File: config.mk
export PLATFORM = sky130hd
export DESIGN_NAME = flash_status_config_regs
export DESIGN_NICKNAME = d
export VERILOG_FILES = /design/src/flash_status_config_regs.v
export VERILOG_INCLUDE_DIRS = /design/src /design/src/src
export SDC_FILE = /design/constraint.sdc
export NUM_CORES = 1
export LEC_CHECK = 0
export BUFFER_PORTS_ARGS = -buffer_cell sky130_fd_sc_hd__buf_2
export CAP_MARGIN = 5
export CORE_UTILIZATION = 50
export DETAILED_ROUTE_END_ITERATION = 8
export PLACE_DENSITY = 0.79
export SLEW_MARGIN = 20
export SYNTH_ARGS = -nofsm -noshare
export SYNTH_HDL_FRONTEND = slang
export SYNTH_SLANG_ARGS = --single-unit
File: constraint.sdc
create_clock -name core_clk -period 12.39 [get_ports core_clk]
set_clock_uncertainty 0.15 [all_clocks]
set_input_delay 1.239 -clock core_clk [delete_from_list [all_inputs] [get_ports core_clk]]
set_output_delay 1.239 -clock core_clk [all_outputs]
set_load 0.05 [all_outputs]
File: src/flash_regs_map.vh
// command codes, register field positions, defaults and timing of the flash register bank
`ifndef FLASH_REGS_MAP_VH
`define FLASH_REGS_MAP_VH
`define CMD_WREN     8'h06
`define CMD_WRDI     8'h04
`define CMD_RDSR_LO  8'h05
`define CMD_RDSR_HI  8'h35
`define CMD_READ_CONFIG_CMD     8'h15
`define CMD_WRSR_LO  8'h01
`define CMD_WRSR_HI  8'h31
`define CMD_WRCR     8'h11
`define CMD_SUSPEND  8'h75
`define CMD_RESUME   8'h7A
`define CMD_PP       8'h02
`define CMD_PE       8'h81
`define CMD_SE       8'h20
`define CMD_BE       8'hD8
`define CMD_CE       8'h60
`define CMD_CE2      8'hC7
`define ST_WIP       0
`define ST_WEL       1
`define ST_BP_LSB    2
`define ST_STATUS_LOCK_LO      7
`define ST_STATUS_LOCK_HI      8
`define ST_QE        9
`define ST_FAIL      10
`define ST_LB_LSB    11
`define ST_CMP       14
`define ST_SUS       15
`define CF_DLP       0
`define CF_DC        1
`define CF_WPS       2
`define CF_MPM_LSB   3
`define CF_DRV_LSB   5
`define CF_PFS       7
`define QE_DEFAULT   1'b1
`define CFG_DEFAULT  8'h00
`define PCT_60       8'h3C
`define PCT_100      8'h64
`define PCT_140      8'h8C
`define PCT_40       8'h28
`define PAGE_256     11'h100
`define PAGE_512     11'h200
`define PAGE_1024    11'h400
`define DUMMY_2IO_0  4'h4
`define DUMMY_2IO_1  4'h8
`define DUMMY_4IO_0  4'h6
`define DUMMY_4IO_1  4'hA
`define CLK_MHZ      20
`define TW_US        2000
`define PP_US        500
`define PE_US        2000
`define SE_US        4000
`define BE_US        8000
`define CE_US        16000
`endif

File: src/flash_status_config_regs.v
// status and configuration register bank of a serial flash, serial command port
`timescale 1ns/100ps
`include "flash_regs_map.vh"
module flash_status_config_regs #(
    parameter BLK_W  = 6,
    parameter TW_CYC = `TW_US * `CLK_MHZ,
    parameter PP_CYC = `PP_US * `CLK_MHZ,
    parameter PE_CYC = `PE_US * `CLK_MHZ,
    parameter SE_CYC = `SE_US * `CLK_MHZ,
    parameter BE_CYC = `BE_US * `CLK_MHZ,
    parameter CE_CYC = `CE_US * `CLK_MHZ
)(
    // clock and power-up reset
    input  wire        core_clk,
    input  wire        rst,
    // serial link
    input  wire        sclk,
    input  wire        cs_n,
    input  wire        si,
    output reg         so,
    output wire        so_oe,
    // shared pins
    input  wire        io2_in,
    input  wire        io3_in,
    output wire        quad_io_en,
    output wire        pause_fn_en,
    output wire        reset_fn_en,
    // stored non-volatile copies
    input  wire [15:0] nv_status_in,
    input  wire [7:0]  nv_config_in,
    output wire [15:0] nv_status_out,
    output wire [7:0]  nv_config_out,
    output reg         nv_store,
    // array datapath
    output reg         array_start,
    output reg  [2:0]  array_kind,
    output reg  [23:0] array_addr,
    input  wire        array_fail,
    output wire        array_paused,
    // configuration and status outputs
    output wire [10:0] page_bytes,
    output wire [2:0]  erase_pages,
    output wire [3:0]  dummy_2io,
    output wire [3:0]  dummy_4io,
    output wire [1:0]  drive_strength,
    output wire [7:0]  drive_pct,
    output wire        learning_pattern_en,
    output wire [2:0]  security_lock_bits,
    output wire        write_in_progress
);

localparam ST_IDLE  = 2'd0;
localparam ST_REG   = 2'd1;
localparam ST_ARRAY = 2'd2;
localparam BLOCKS   = 1 << BLK_W;

////////////////////////////////////////////////////////////////
reg [2:0]         sclk_q;
reg [2:0]         cs_q;
reg [1:0]         si_q;
reg [1:0]         io2_q;
reg [1:0]         io3_q;
reg [13:0]        bit_cnt_r;
reg [15:0]        sr_r;
reg [7:0]         cmd_r;
reg [23:0]        addr_r;
reg               rd_mode_r;
reg [1:0]         rd_sel_r;
reg [2:0]         ob_r;
reg [7:0]         out_sr_r;
reg [1:0]         st_r;
reg [31:0]        cnt_r;
reg               load_r;
reg               wel_r;
reg [4:0]         bp_r;
reg               status_lock_lo_r;
reg               status_lock_hi_r;
reg               qe_r;
reg               fail_r;
reg [2:0]         lb_r;
reg               cmp_r;
reg               sus_r;
reg               pfs_r;
reg [1:0]         drv_r;
reg [1:0]         mpm_r;
reg               wps_r;
reg               dc_r;
reg               dlp_r;
reg [BLOCKS-1:0]  blk_lock_r;

// protected-region test from protect bits and invert bit
function prot_hit;
    input [BLK_W-1:0] blk;
    input [4:0]       bp;
    input             cmp;
    reg               top;
    begin
        top = 1'b0;
        if (bp >= 5'h07)
            top = 1'b1;
        else if (bp != 5'h00)
            top = ({1'b0, blk} >= (7'h40 - (7'h01 << (bp - 5'h01))));
        prot_hit = top ^ cmp;
    end
endfunction

////////////////////////////////////////////////////////////////
wire        wp_lvl   = qe_r | io2_q[1];
wire        hold_act = ~qe_r & ~pfs_r & ~io3_q[1];
wire        rst_pin  = ~qe_r & pfs_r & ~io3_q[1];
wire        busy     = (st_r != ST_IDLE);
wire        sck_rise = ~cs_q[1] & ~hold_act & ~load_r & (sclk_q[2:1] == 2'b01);
wire        sck_fall = ~cs_q[1] & ~hold_act & (sclk_q[2:1] == 2'b10);
wire        cs_rise  = ~load_r & (cs_q[2:1] == 2'b01);
wire        cs_fall  = (cs_q[2:1] == 2'b10);
wire        hw_prot  = ~status_lock_hi_r & status_lock_lo_r & ~wp_lvl;
wire        reg_lock = status_lock_hi_r | hw_prot;
wire        can_wr   = wel_r & ~busy;
wire        can_reg  = can_wr & ~reg_lock;
wire [7:0]  cmd_nxt  = {sr_r[6:0], si_q[1]};
wire        by8      = (bit_cnt_r[2:0] == 3'd0);
wire [BLK_W-1:0] blk = addr_r[16+BLK_W-1:16];
wire        prot     = wps_r ? blk_lock_r[blk] : prot_hit(blk, bp_r, cmp_r);
wire [15:0] stat     = {sus_r, cmp_r, lb_r, fail_r, qe_r, status_lock_hi_r,
                        status_lock_lo_r, bp_r, wel_r, write_in_progress};
wire [7:0]  cfg      = {pfs_r, drv_r, mpm_r, wps_r, dc_r, dlp_r};
wire [7:0]  live     = (rd_sel_r == 2'd0) ? stat[7:0] :
                       (rd_sel_r == 2'd1) ? stat[15:8] : cfg;
wire [7:0]  obyte    = (ob_r == 3'd0) ? live : out_sr_r;

// pin roles and configuration decode
assign write_in_progress   = busy & ~sus_r;
assign quad_io_en          = qe_r;
assign pause_fn_en         = ~qe_r & ~pfs_r;
assign reset_fn_en         = ~qe_r & pfs_r;
assign so_oe               = rd_mode_r & ~cs_q[1];
assign array_paused        = sus_r;
assign nv_status_out       = stat;
assign nv_config_out       = cfg;
assign security_lock_bits  = lb_r;
assign learning_pattern_en = dlp_r;
assign drive_strength      = drv_r;
assign drive_pct = (drv_r == 2'd0) ? `PCT_60 : (drv_r == 2'd1) ? `PCT_100 :
                   (drv_r == 2'd2) ? `PCT_140 : `PCT_40;
assign page_bytes  = (mpm_r == 2'd1) ? `PAGE_512 :
                     (mpm_r == 2'd2) ? `PAGE_1024 : `PAGE_256;
assign erase_pages = (mpm_r == 2'd1) ? 3'd2 : (mpm_r == 2'd2) ? 3'd4 : 3'd1;
assign dummy_2io   = dc_r ? `DUMMY_2IO_1 : `DUMMY_2IO_0;
assign dummy_4io   = dc_r ? `DUMMY_4IO_1 : `DUMMY_4IO_0;

////////////////////////////////////////////////////////////////
// register writes
task wr_lo;
    input [7:0] d;
    begin
        bp_r   <= d[6:2];
        status_lock_lo_r <= d[7];
    end
endtask

task wr_hi;
    input [7:0] d;
    begin
        status_lock_hi_r <= d[0];
        qe_r   <= d[1];
        lb_r   <= lb_r | d[5:3];
        cmp_r  <= d[6];
    end
endtask

task reg_go;
    begin
        st_r     <= ST_REG;
        cnt_r    <= TW_CYC - 1;
        nv_store <= 1'b1;
    end
endtask

// start an array operation unless chk is set and the target is guarded
task arr_go;
    input [2:0]  kind;
    input [31:0] cyc;
    input        chk;
    begin
        if (chk && prot)
        begin
            fail_r <= 1'b1;
            wel_r  <= 1'b0;
        end
        else
        begin
            st_r        <= ST_ARRAY;
            cnt_r       <= cyc - 32'd1;
            array_start <= 1'b1;
            array_kind  <= kind;
            array_addr  <= addr_r;
        end
    end
endtask

////////////////////////////////////////////////////////////////
// pin synchronisers
always @(posedge core_clk)
begin
    if (rst)
    begin
        sclk_q <= 3'b000;
        cs_q   <= 3'b111;
        si_q   <= 2'b00;
        io2_q  <= 2'b11;
        io3_q  <= 2'b11;
    end
    else
    begin
        sclk_q <= {sclk_q[1:0], sclk};
        cs_q   <= {cs_q[1:0], cs_n};
        si_q   <= {si_q[0], si};
        io2_q  <= {io2_q[0], io2_in};
        io3_q  <= {io3_q[0], io3_in};
    end
end

////////////////////////////////////////////////////////////////
always @(posedge core_clk)
begin
    nv_store    <= 1'b0;
    array_start <= 1'b0;
    if (rst)
    begin
        so         <= 1'b0;
        bit_cnt_r  <= 14'd0;
        sr_r       <= 16'h0000;
        cmd_r      <= 8'h00;
        addr_r     <= 24'h000000;
        rd_mode_r  <= 1'b0;
        rd_sel_r   <= 2'd0;
        ob_r       <= 3'd0;
        out_sr_r   <= 8'h00;
        st_r       <= ST_IDLE;
        cnt_r      <= 32'd0;
        load_r     <= 1'b1;
        wel_r      <= 1'b0;
        bp_r       <= 5'h00;
        status_lock_lo_r     <= 1'b0;
        status_lock_hi_r     <= 1'b0;
        qe_r       <= `QE_DEFAULT;
        fail_r     <= 1'b0;
        lb_r       <= 3'h0;
        cmp_r      <= 1'b0;
        sus_r      <= 1'b0;
        {pfs_r, drv_r, mpm_r, wps_r, dc_r, dlp_r} <= `CFG_DEFAULT;
        blk_lock_r <= {BLOCKS{1'b1}};
        array_kind <= 3'd0;
        array_addr <= 24'h000000;
    end
    else if (load_r)
    begin
        load_r <= 1'b0;
        bp_r   <= nv_status_in[`ST_BP_LSB+4:`ST_BP_LSB];
        status_lock_lo_r <= nv_status_in[`ST_STATUS_LOCK_LO];
        status_lock_hi_r <= nv_status_in[`ST_STATUS_LOCK_HI] & nv_status_in[`ST_STATUS_LOCK_LO];
        qe_r   <= nv_status_in[`ST_QE];
        lb_r   <= nv_status_in[`ST_LB_LSB+2:`ST_LB_LSB];
        cmp_r  <= nv_status_in[`ST_CMP];
        pfs_r  <= nv_config_in[`CF_PFS];
        drv_r  <= nv_config_in[`CF_DRV_LSB+1:`CF_DRV_LSB];
        wps_r  <= nv_config_in[`CF_WPS];
    end
    else if (rst_pin)
    begin
        if (st_r == ST_ARRAY)
            fail_r <= 1'b1;
        st_r       <= ST_IDLE;
        wel_r      <= 1'b0;
        sus_r      <= 1'b0;
        rd_mode_r  <= 1'b0;
        bit_cnt_r  <= 14'd0;
        {mpm_r, dc_r, dlp_r} <= 4'h0;
        blk_lock_r <= {BLOCKS{1'b1}};
    end
    else
    begin
        if (busy && !sus_r)
        begin
            if (cnt_r == 32'd0)
            begin
                st_r  <= ST_IDLE;
                wel_r <= 1'b0;
                if (st_r == ST_ARRAY)
                    fail_r <= array_fail;
            end
            else
                cnt_r <= cnt_r - 32'd1;
        end
        if (cs_fall)
        begin
            bit_cnt_r <= 14'd0;
            rd_mode_r <= 1'b0;
        end
        if (sck_rise)
        begin
            bit_cnt_r <= bit_cnt_r + 14'd1;
            sr_r      <= {sr_r[14:0], si_q[1]};
            if (bit_cnt_r == 14'd7)
            begin
                cmd_r <= cmd_nxt;
                ob_r  <= 3'd0;
                if (cmd_nxt == `CMD_RDSR_LO || cmd_nxt == `CMD_RDSR_HI || cmd_nxt == `CMD_READ_CONFIG_CMD)
                    rd_mode_r <= 1'b1;
                rd_sel_r <= (cmd_nxt == `CMD_RDSR_LO) ? 2'd0 :
                            (cmd_nxt == `CMD_RDSR_HI) ? 2'd1 : 2'd2;
            end
            if (bit_cnt_r >= 14'd8 && bit_cnt_r < 14'd32)
                addr_r <= {addr_r[22:0], si_q[1]};
        end
        if (sck_fall && rd_mode_r)
        begin
            so       <= obyte[7];
            out_sr_r <= {obyte[6:0], 1'b0};
            ob_r     <= ob_r + 3'd1;
        end
        if (cs_rise)
        begin
            rd_mode_r <= 1'b0;
            case (cmd_r)
                `CMD_WREN:
                    if (bit_cnt_r == 14'd8 && !busy)
                        wel_r <= 1'b1;
                `CMD_WRDI:
                    if (bit_cnt_r == 14'd8 && !busy)
                        wel_r <= 1'b0;
                `CMD_WRSR_LO:
                    if (can_reg && bit_cnt_r == 14'd16)
                    begin
                        wr_lo(sr_r[7:0]);
                        cmp_r  <= 1'b0;
                        qe_r   <= 1'b0;
                        status_lock_hi_r <= 1'b0;
                        reg_go;
                    end
                    else if (can_reg && bit_cnt_r == 14'd24)
                    begin
                        wr_lo(sr_r[15:8]);
                        wr_hi(sr_r[7:0]);
                        reg_go;
                    end
                `CMD_WRSR_HI:
                    if (can_reg && bit_cnt_r == 14'd16)
                    begin
                        wr_hi(sr_r[7:0]);
                        reg_go;
                    end
                `CMD_WRCR:
                    if (can_reg && bit_cnt_r == 14'd16)
                    begin
                        {pfs_r, drv_r, mpm_r, wps_r, dc_r, dlp_r} <= sr_r[7:0];
                        reg_go;
                    end
                `CMD_SUSPEND:
                    if (bit_cnt_r == 14'd8 && st_r == ST_ARRAY)
                        sus_r <= 1'b1;
                `CMD_RESUME:
                    if (bit_cnt_r == 14'd8)
                        sus_r <= 1'b0;
                `CMD_PP:
                    if (can_wr && bit_cnt_r >= 14'd40 && by8)
                        arr_go(3'd1, PP_CYC, 1'b1);
                `CMD_PE:
                    if (can_wr && bit_cnt_r == 14'd32)
                        arr_go(3'd2, PE_CYC, 1'b1);
                `CMD_SE:
                    if (can_wr && bit_cnt_r == 14'd32)
                        arr_go(3'd3, SE_CYC, 1'b1);
                `CMD_BE:
                    if (can_wr && bit_cnt_r == 14'd32)
                        arr_go(3'd4, BE_CYC, 1'b1);
                `CMD_CE, `CMD_CE2:
                    if (can_wr && bit_cnt_r == 14'd8 && bp_r == 5'h00)
                        arr_go(3'd5, CE_CYC, 1'b0);
                default:
                    ;
            endcase
        end
    end
end

endmodule

==> results.md <==
- The run finished with clean final reports.
- By instance count, the leading cell after synthesis is nand2_1.
- The boundary pin count is 128.
- Summed over all nets, the half-perimeter wirelength after detailed placement is 18,500 µm.
- For the pin with the worst max-slew slack, the measured transition is 1.05 ns.
- The share of total power dissipated in the clock network is 48.2%.
- The hold path endpoint is io2_q[1]$_SDFF_PP1_.
- The first detailed-routing pass took 6 iterations.
- Counting instances in the post-synthesis netlist gives the leading cell types as 203 x nand2_1, 175 x dfxtp_1, 134 x a21oi_1, 127 x nor2_1, 61 x clkbuf_1.
- The largest stage delay on the critical path is 0.77 ns.
- The startpoint of the lowest-slack hold path is io2_q[0]$_SDFF_PP1_.
- The combinational power share is 8.0%.
- The post-layout worst setup margin is 6.53 ns.
- The type of destination of the critical path is a flop.
- The reg2reg setup slack is 6.53 ns.
- Along the worst hold path, the cell count comes to 1.
- The number of library cell types mapped by synthesis is 83.
- In this run, synthesis produced a sequential element count of 175.
- Of the total power, the share spent switching nets is 25.0%.
- After floorplanning, the core was divided into 50 placement rows.
- The type of the worst setup path is flop to flop.
- The full die area is 20,200 µm².
- The number of global-route vias before repair is 8,341.
- In the post-synthesis netlist, the biggest area contributors are dfxtp_1 36%, nand2_1 7.8%, a21oi_1 6.8%, nor2_1 4.8%, buf_4 3.1%.
- Power comes to 1.32 mW.
- From left edge to right edge, the die measures 142 µm.
- The wire length per cell is 16.8 µm.
- The cell that appears most often on the critical path is ha_1.
- After detailed routing, the total wire length is 26,600 µm.
- Summed over all cells, the static leakage comes to 4.15 nW.
- In the routed design, unresolved DRC markers number 0.
- The kind of cell with the highest combined delay on the critical path is compound AO/OA/AOI/OAI gates.
- In this run, post-CTS repair resized a total of 0 instances.
- The critical path goes through inv_1, ha_1, inv_1, or3_1, a21oi_1, nand3_1, ha_1, o41ai_1, nand2_1, o21ai_0, ha_1, nand3_1, nor2_1, a21o_1, o22ai_1, o31a_1, nor2_2, o41ai_4, nor2_1.
- Sequential elements use 35.6% of the synthesized area.
- The pre-CTS setup slack is 6.43 ns.
- In this run, placement finished with an instance count of 1,556.
- Of the total power, registers draw 43.8%.
- The repair_antennas step left the layout with diodes totalling 0.
- Setup repair after global routing left no endpoint under its margin.
- The worst-case IR drop observed on VDD is 0.0000870 V.
- The worst register-to-register path ends at cnt_r[22]$_SDFFE_PP0P_.
- For this run, the top clock speed supported by timing is 171 MHz.
- TritonCTS built the clock tree.
- The max-slew violation count was 0.
- For the worst flop-to-flop path, the logic depth is 19.
- The synthesis-to-finish area growth is 10.9%.
- Adding up every negative setup slack in the final design gives 0 ns.
- The max-capacitance violation count is 0.
- The setup violation total in the final timing report is 0.
- The min-delay analysis places its worst path in the category flop to flop.
- Headroom to the max-slew limit came out at 30.0%.
- The fraction of final layout cells with drive strength greater than 1 is 14.8%.
- From bottom edge to top edge, the die measures 142 µm.
- The maximum number of pins on one net before global-route repair is 78.
- The first global-routing pass estimated 42,200 µm of wire.
- The total global-route track usage is 26.3%.
- After synthesis, the mean cell area works out to 7.64 µm².
- STA puts the critical path data required time at 12.52 ns.
- Routability-driven placement finished with a final weighted congestion of 0.937.
- The area share of the largest cell type after synthesis is 35.6%.
- After the last flow step, the layout net total stands at 1,364.
- The synthesized design contains 0 enable-type register cells.
- In this run the standard cell core region covers 19,000 µm².
- The number of instances in the synthesized netlist is 1,287.
- After synthesis, the share of flip-flops with an asynchronous set or reset is 0%.
- The buffering stage count on the worst path with inverters included is 2.
- In this run the remaining antenna-violating nets after routing total 0.
- The count of buffers inserted at the top-level ports is 105.
- The final-layout worst hold slack is 0.261 ns.
- The reg-to-reg startpoint is bp_r[0]$_SDFFE_PP0P_.
- The initial antenna violation count is 0.
- The number of sinks handled by clock tree synthesis is 175.
- The netlist area before placement is 9830 µm².
- Measured on the finished design, the core utilization comes to 57.3%.
- Of all nets on the critical path, the largest fanout is 13.
- The insertion delay of the later-clocked pin in the worst-skew pair is 0.44 ns.
- Across all layers, the routed design uses 9,463 vias.
- The worst-case clock buffer depth is 2.
- The final hold violation count came to 0.
- In this run the power density over the cells is 121 nW/µm².
- After detailed placement, the total cell area comes to 10,200 µm².
- The detailed-route vias per instance is 5.96.
- The non-filler instance count after layout is 1,588.
- The final critical path time including I/O delays and setup is 5.86 ns.
- The data arrival at the endpoint of the critical path is 6.00 ns.
- The starting utilization of the core area is 51.7%.
- For this run, the leading register cell type out of synthesis is dfxtp_1.
- The part of the cycle the worst path needs is 47.3%.
- The number of warning messages in the yosys log is 0.
- The cell type with the largest total area after synthesis is dfxtp_1.
- The analysis attributes to net switching a power of 330 µW.
- STA classifies the critical path startpoint as a flop.
- Internal power comes to 989 µW.
- Clock-pin slew was measured on the worst setup and hold paths at 0.06 ns.
- The number of DRC violations after detailed-routing iteration 0 is 976.
- The master cell of the clock root buffer is clkbuf_16.
- The number of buffers created by CTS is 17.
- The finished cells cover 10,900 µm².
- The slowest cell on the critical path is o41ai_4.
- Buffers inserted to repair hold after CTS numbered 0.
- The number of setup buffers added after CTS is 0.
- The number of H-tree levels is 4.
- After global routing the overflow that remains totals 0.
-- routing by layer --
metal	global-route usage, %	wire, µm
met4	9.22	560
met3	6.02	2330
met5	0	0
met1	34.9	11600
met2	41.7	12100
-- state kept, by name, indices dropped and copies added, names as in the netlist, 2 cells and up --
signal / count
cnt_r: 32
addr_r: 24
array_addr: 24
sr_r: 16
bit_cnt_r: 14
cmd_r: 8
out_sr_r: 7
bp_r: 5
array_kind: 3
cs_q: 3
ob_r: 3
sclk_q: 3
security_lock_bits: 3
drive_strength: 2
io2_q: 2
io3_q: 2
mpm_r: 2
rd_sel_r: 2
si_q: 2
st_r: 2
-- worst register-to-register path, cell delays in order, from the launching register on --
cell and delay, ns:
dfxtp_1 0.46, inv_1 0.22, ha_1 0.42, inv_1 0.12, or3_1 0.35, a21oi_1 0.29
nand3_1 0.17, ha_1 0.34, o41ai_1 0.37, nand2_1 0.09, o21ai_0 0.10, ha_1 0.27
nand3_1 0.10, nor2_1 0.06, a21o_1 0.25, o22ai_1 0.42, o31a_1 0.48, nor2_2 0.15
o41ai_4 0.77, nor2_1 0.13
-- worst max path at each step --
stage,from,to,slack (ns),cells after the start
2_1_floorplan,bp_r[0]$_SDFFE_PP0P_,cnt_r[22]$_SDFFE_PP0P_,7.44,24
3_3_place_gp,bp_r[0]$_SDFFE_PP0P_,array_addr[23]$_SDFFE_PP0P_,6.56,20
3_5_place_dp,bp_r[0]$_SDFFE_PP0P_,array_addr[23]$_SDFFE_PP0P_,6.43,20
4_1_cts,bp_r[0]$_SDFFE_PP0P_,array_addr[23]$_SDFFE_PP0P_,6.39,20
5_1_grt,bp_r[0]$_SDFFE_PP0P_,cnt_r[22]$_SDFFE_PP0P_,6.17,19
6_report,bp_r[0]$_SDFFE_PP0P_,cnt_r[22]$_SDFFE_PP0P_,6.53,19
-- cells by family (layout without fill, tap and decap cells) --
| kind of cell | Yosys count | in the layout | synth area share, % |
|---|---|---|---|
| simple gates | 560 | 560 | 27.7 |
| compound gates | 326 | 326 | 21.6 |
| flops | 175 | 175 | 35.6 |
| buf+inv | 150 | 179 | 7.47 |
| xor+xnor | 32 | 32 | 2.85 |
| mux | 25 | 25 | 2.55 |
| fa+ha+maj | 17 | 17 | 2.16 |
| other cells | 2 | 14 | 0.0764 |
-- power groups by stage --
stage | clock network [mW] | logic (mW) | registers [mW]
global route | 0.663 | 0.114 | 0.578
finish | 0.635 | 0.106 | 0.578
CTS | 0.639 | 0.105 | 0.577
global placement | 0 | 0.103 | 0.590
detailed placement | 0 | 0.104 | 0.590
floorplan | 0 | 0.0839 | 0.592
-- layout by cell type (no fill, tap or decap), drive strengths merged, types with 15 or more instances in the layout --
master	n
or3	17
or2	15
a211oi	16
a21oi	134
nor2b	21
ha	17
nand2	203
o21ai	53
nor3	41
buf	115
mux2i	25
nor4	19
xnor2	18
a31o	26
nand3	39
clkbuf	19
dfxtp	175
inv	35
nor2	130
-- layout make-up --
type / instances / area (µm²)
clock buffer: 19 / 453
clock inverter: 13 / 251
fill: 1761 / 8120
inverter: 32 / 120
multi-input combinational: 974 / 5650
sequential: 175 / 3500
tap: 260 / 325
timing repair buffer: 115 / 603
Note: power is estimated with default switching activity, not from simulation.
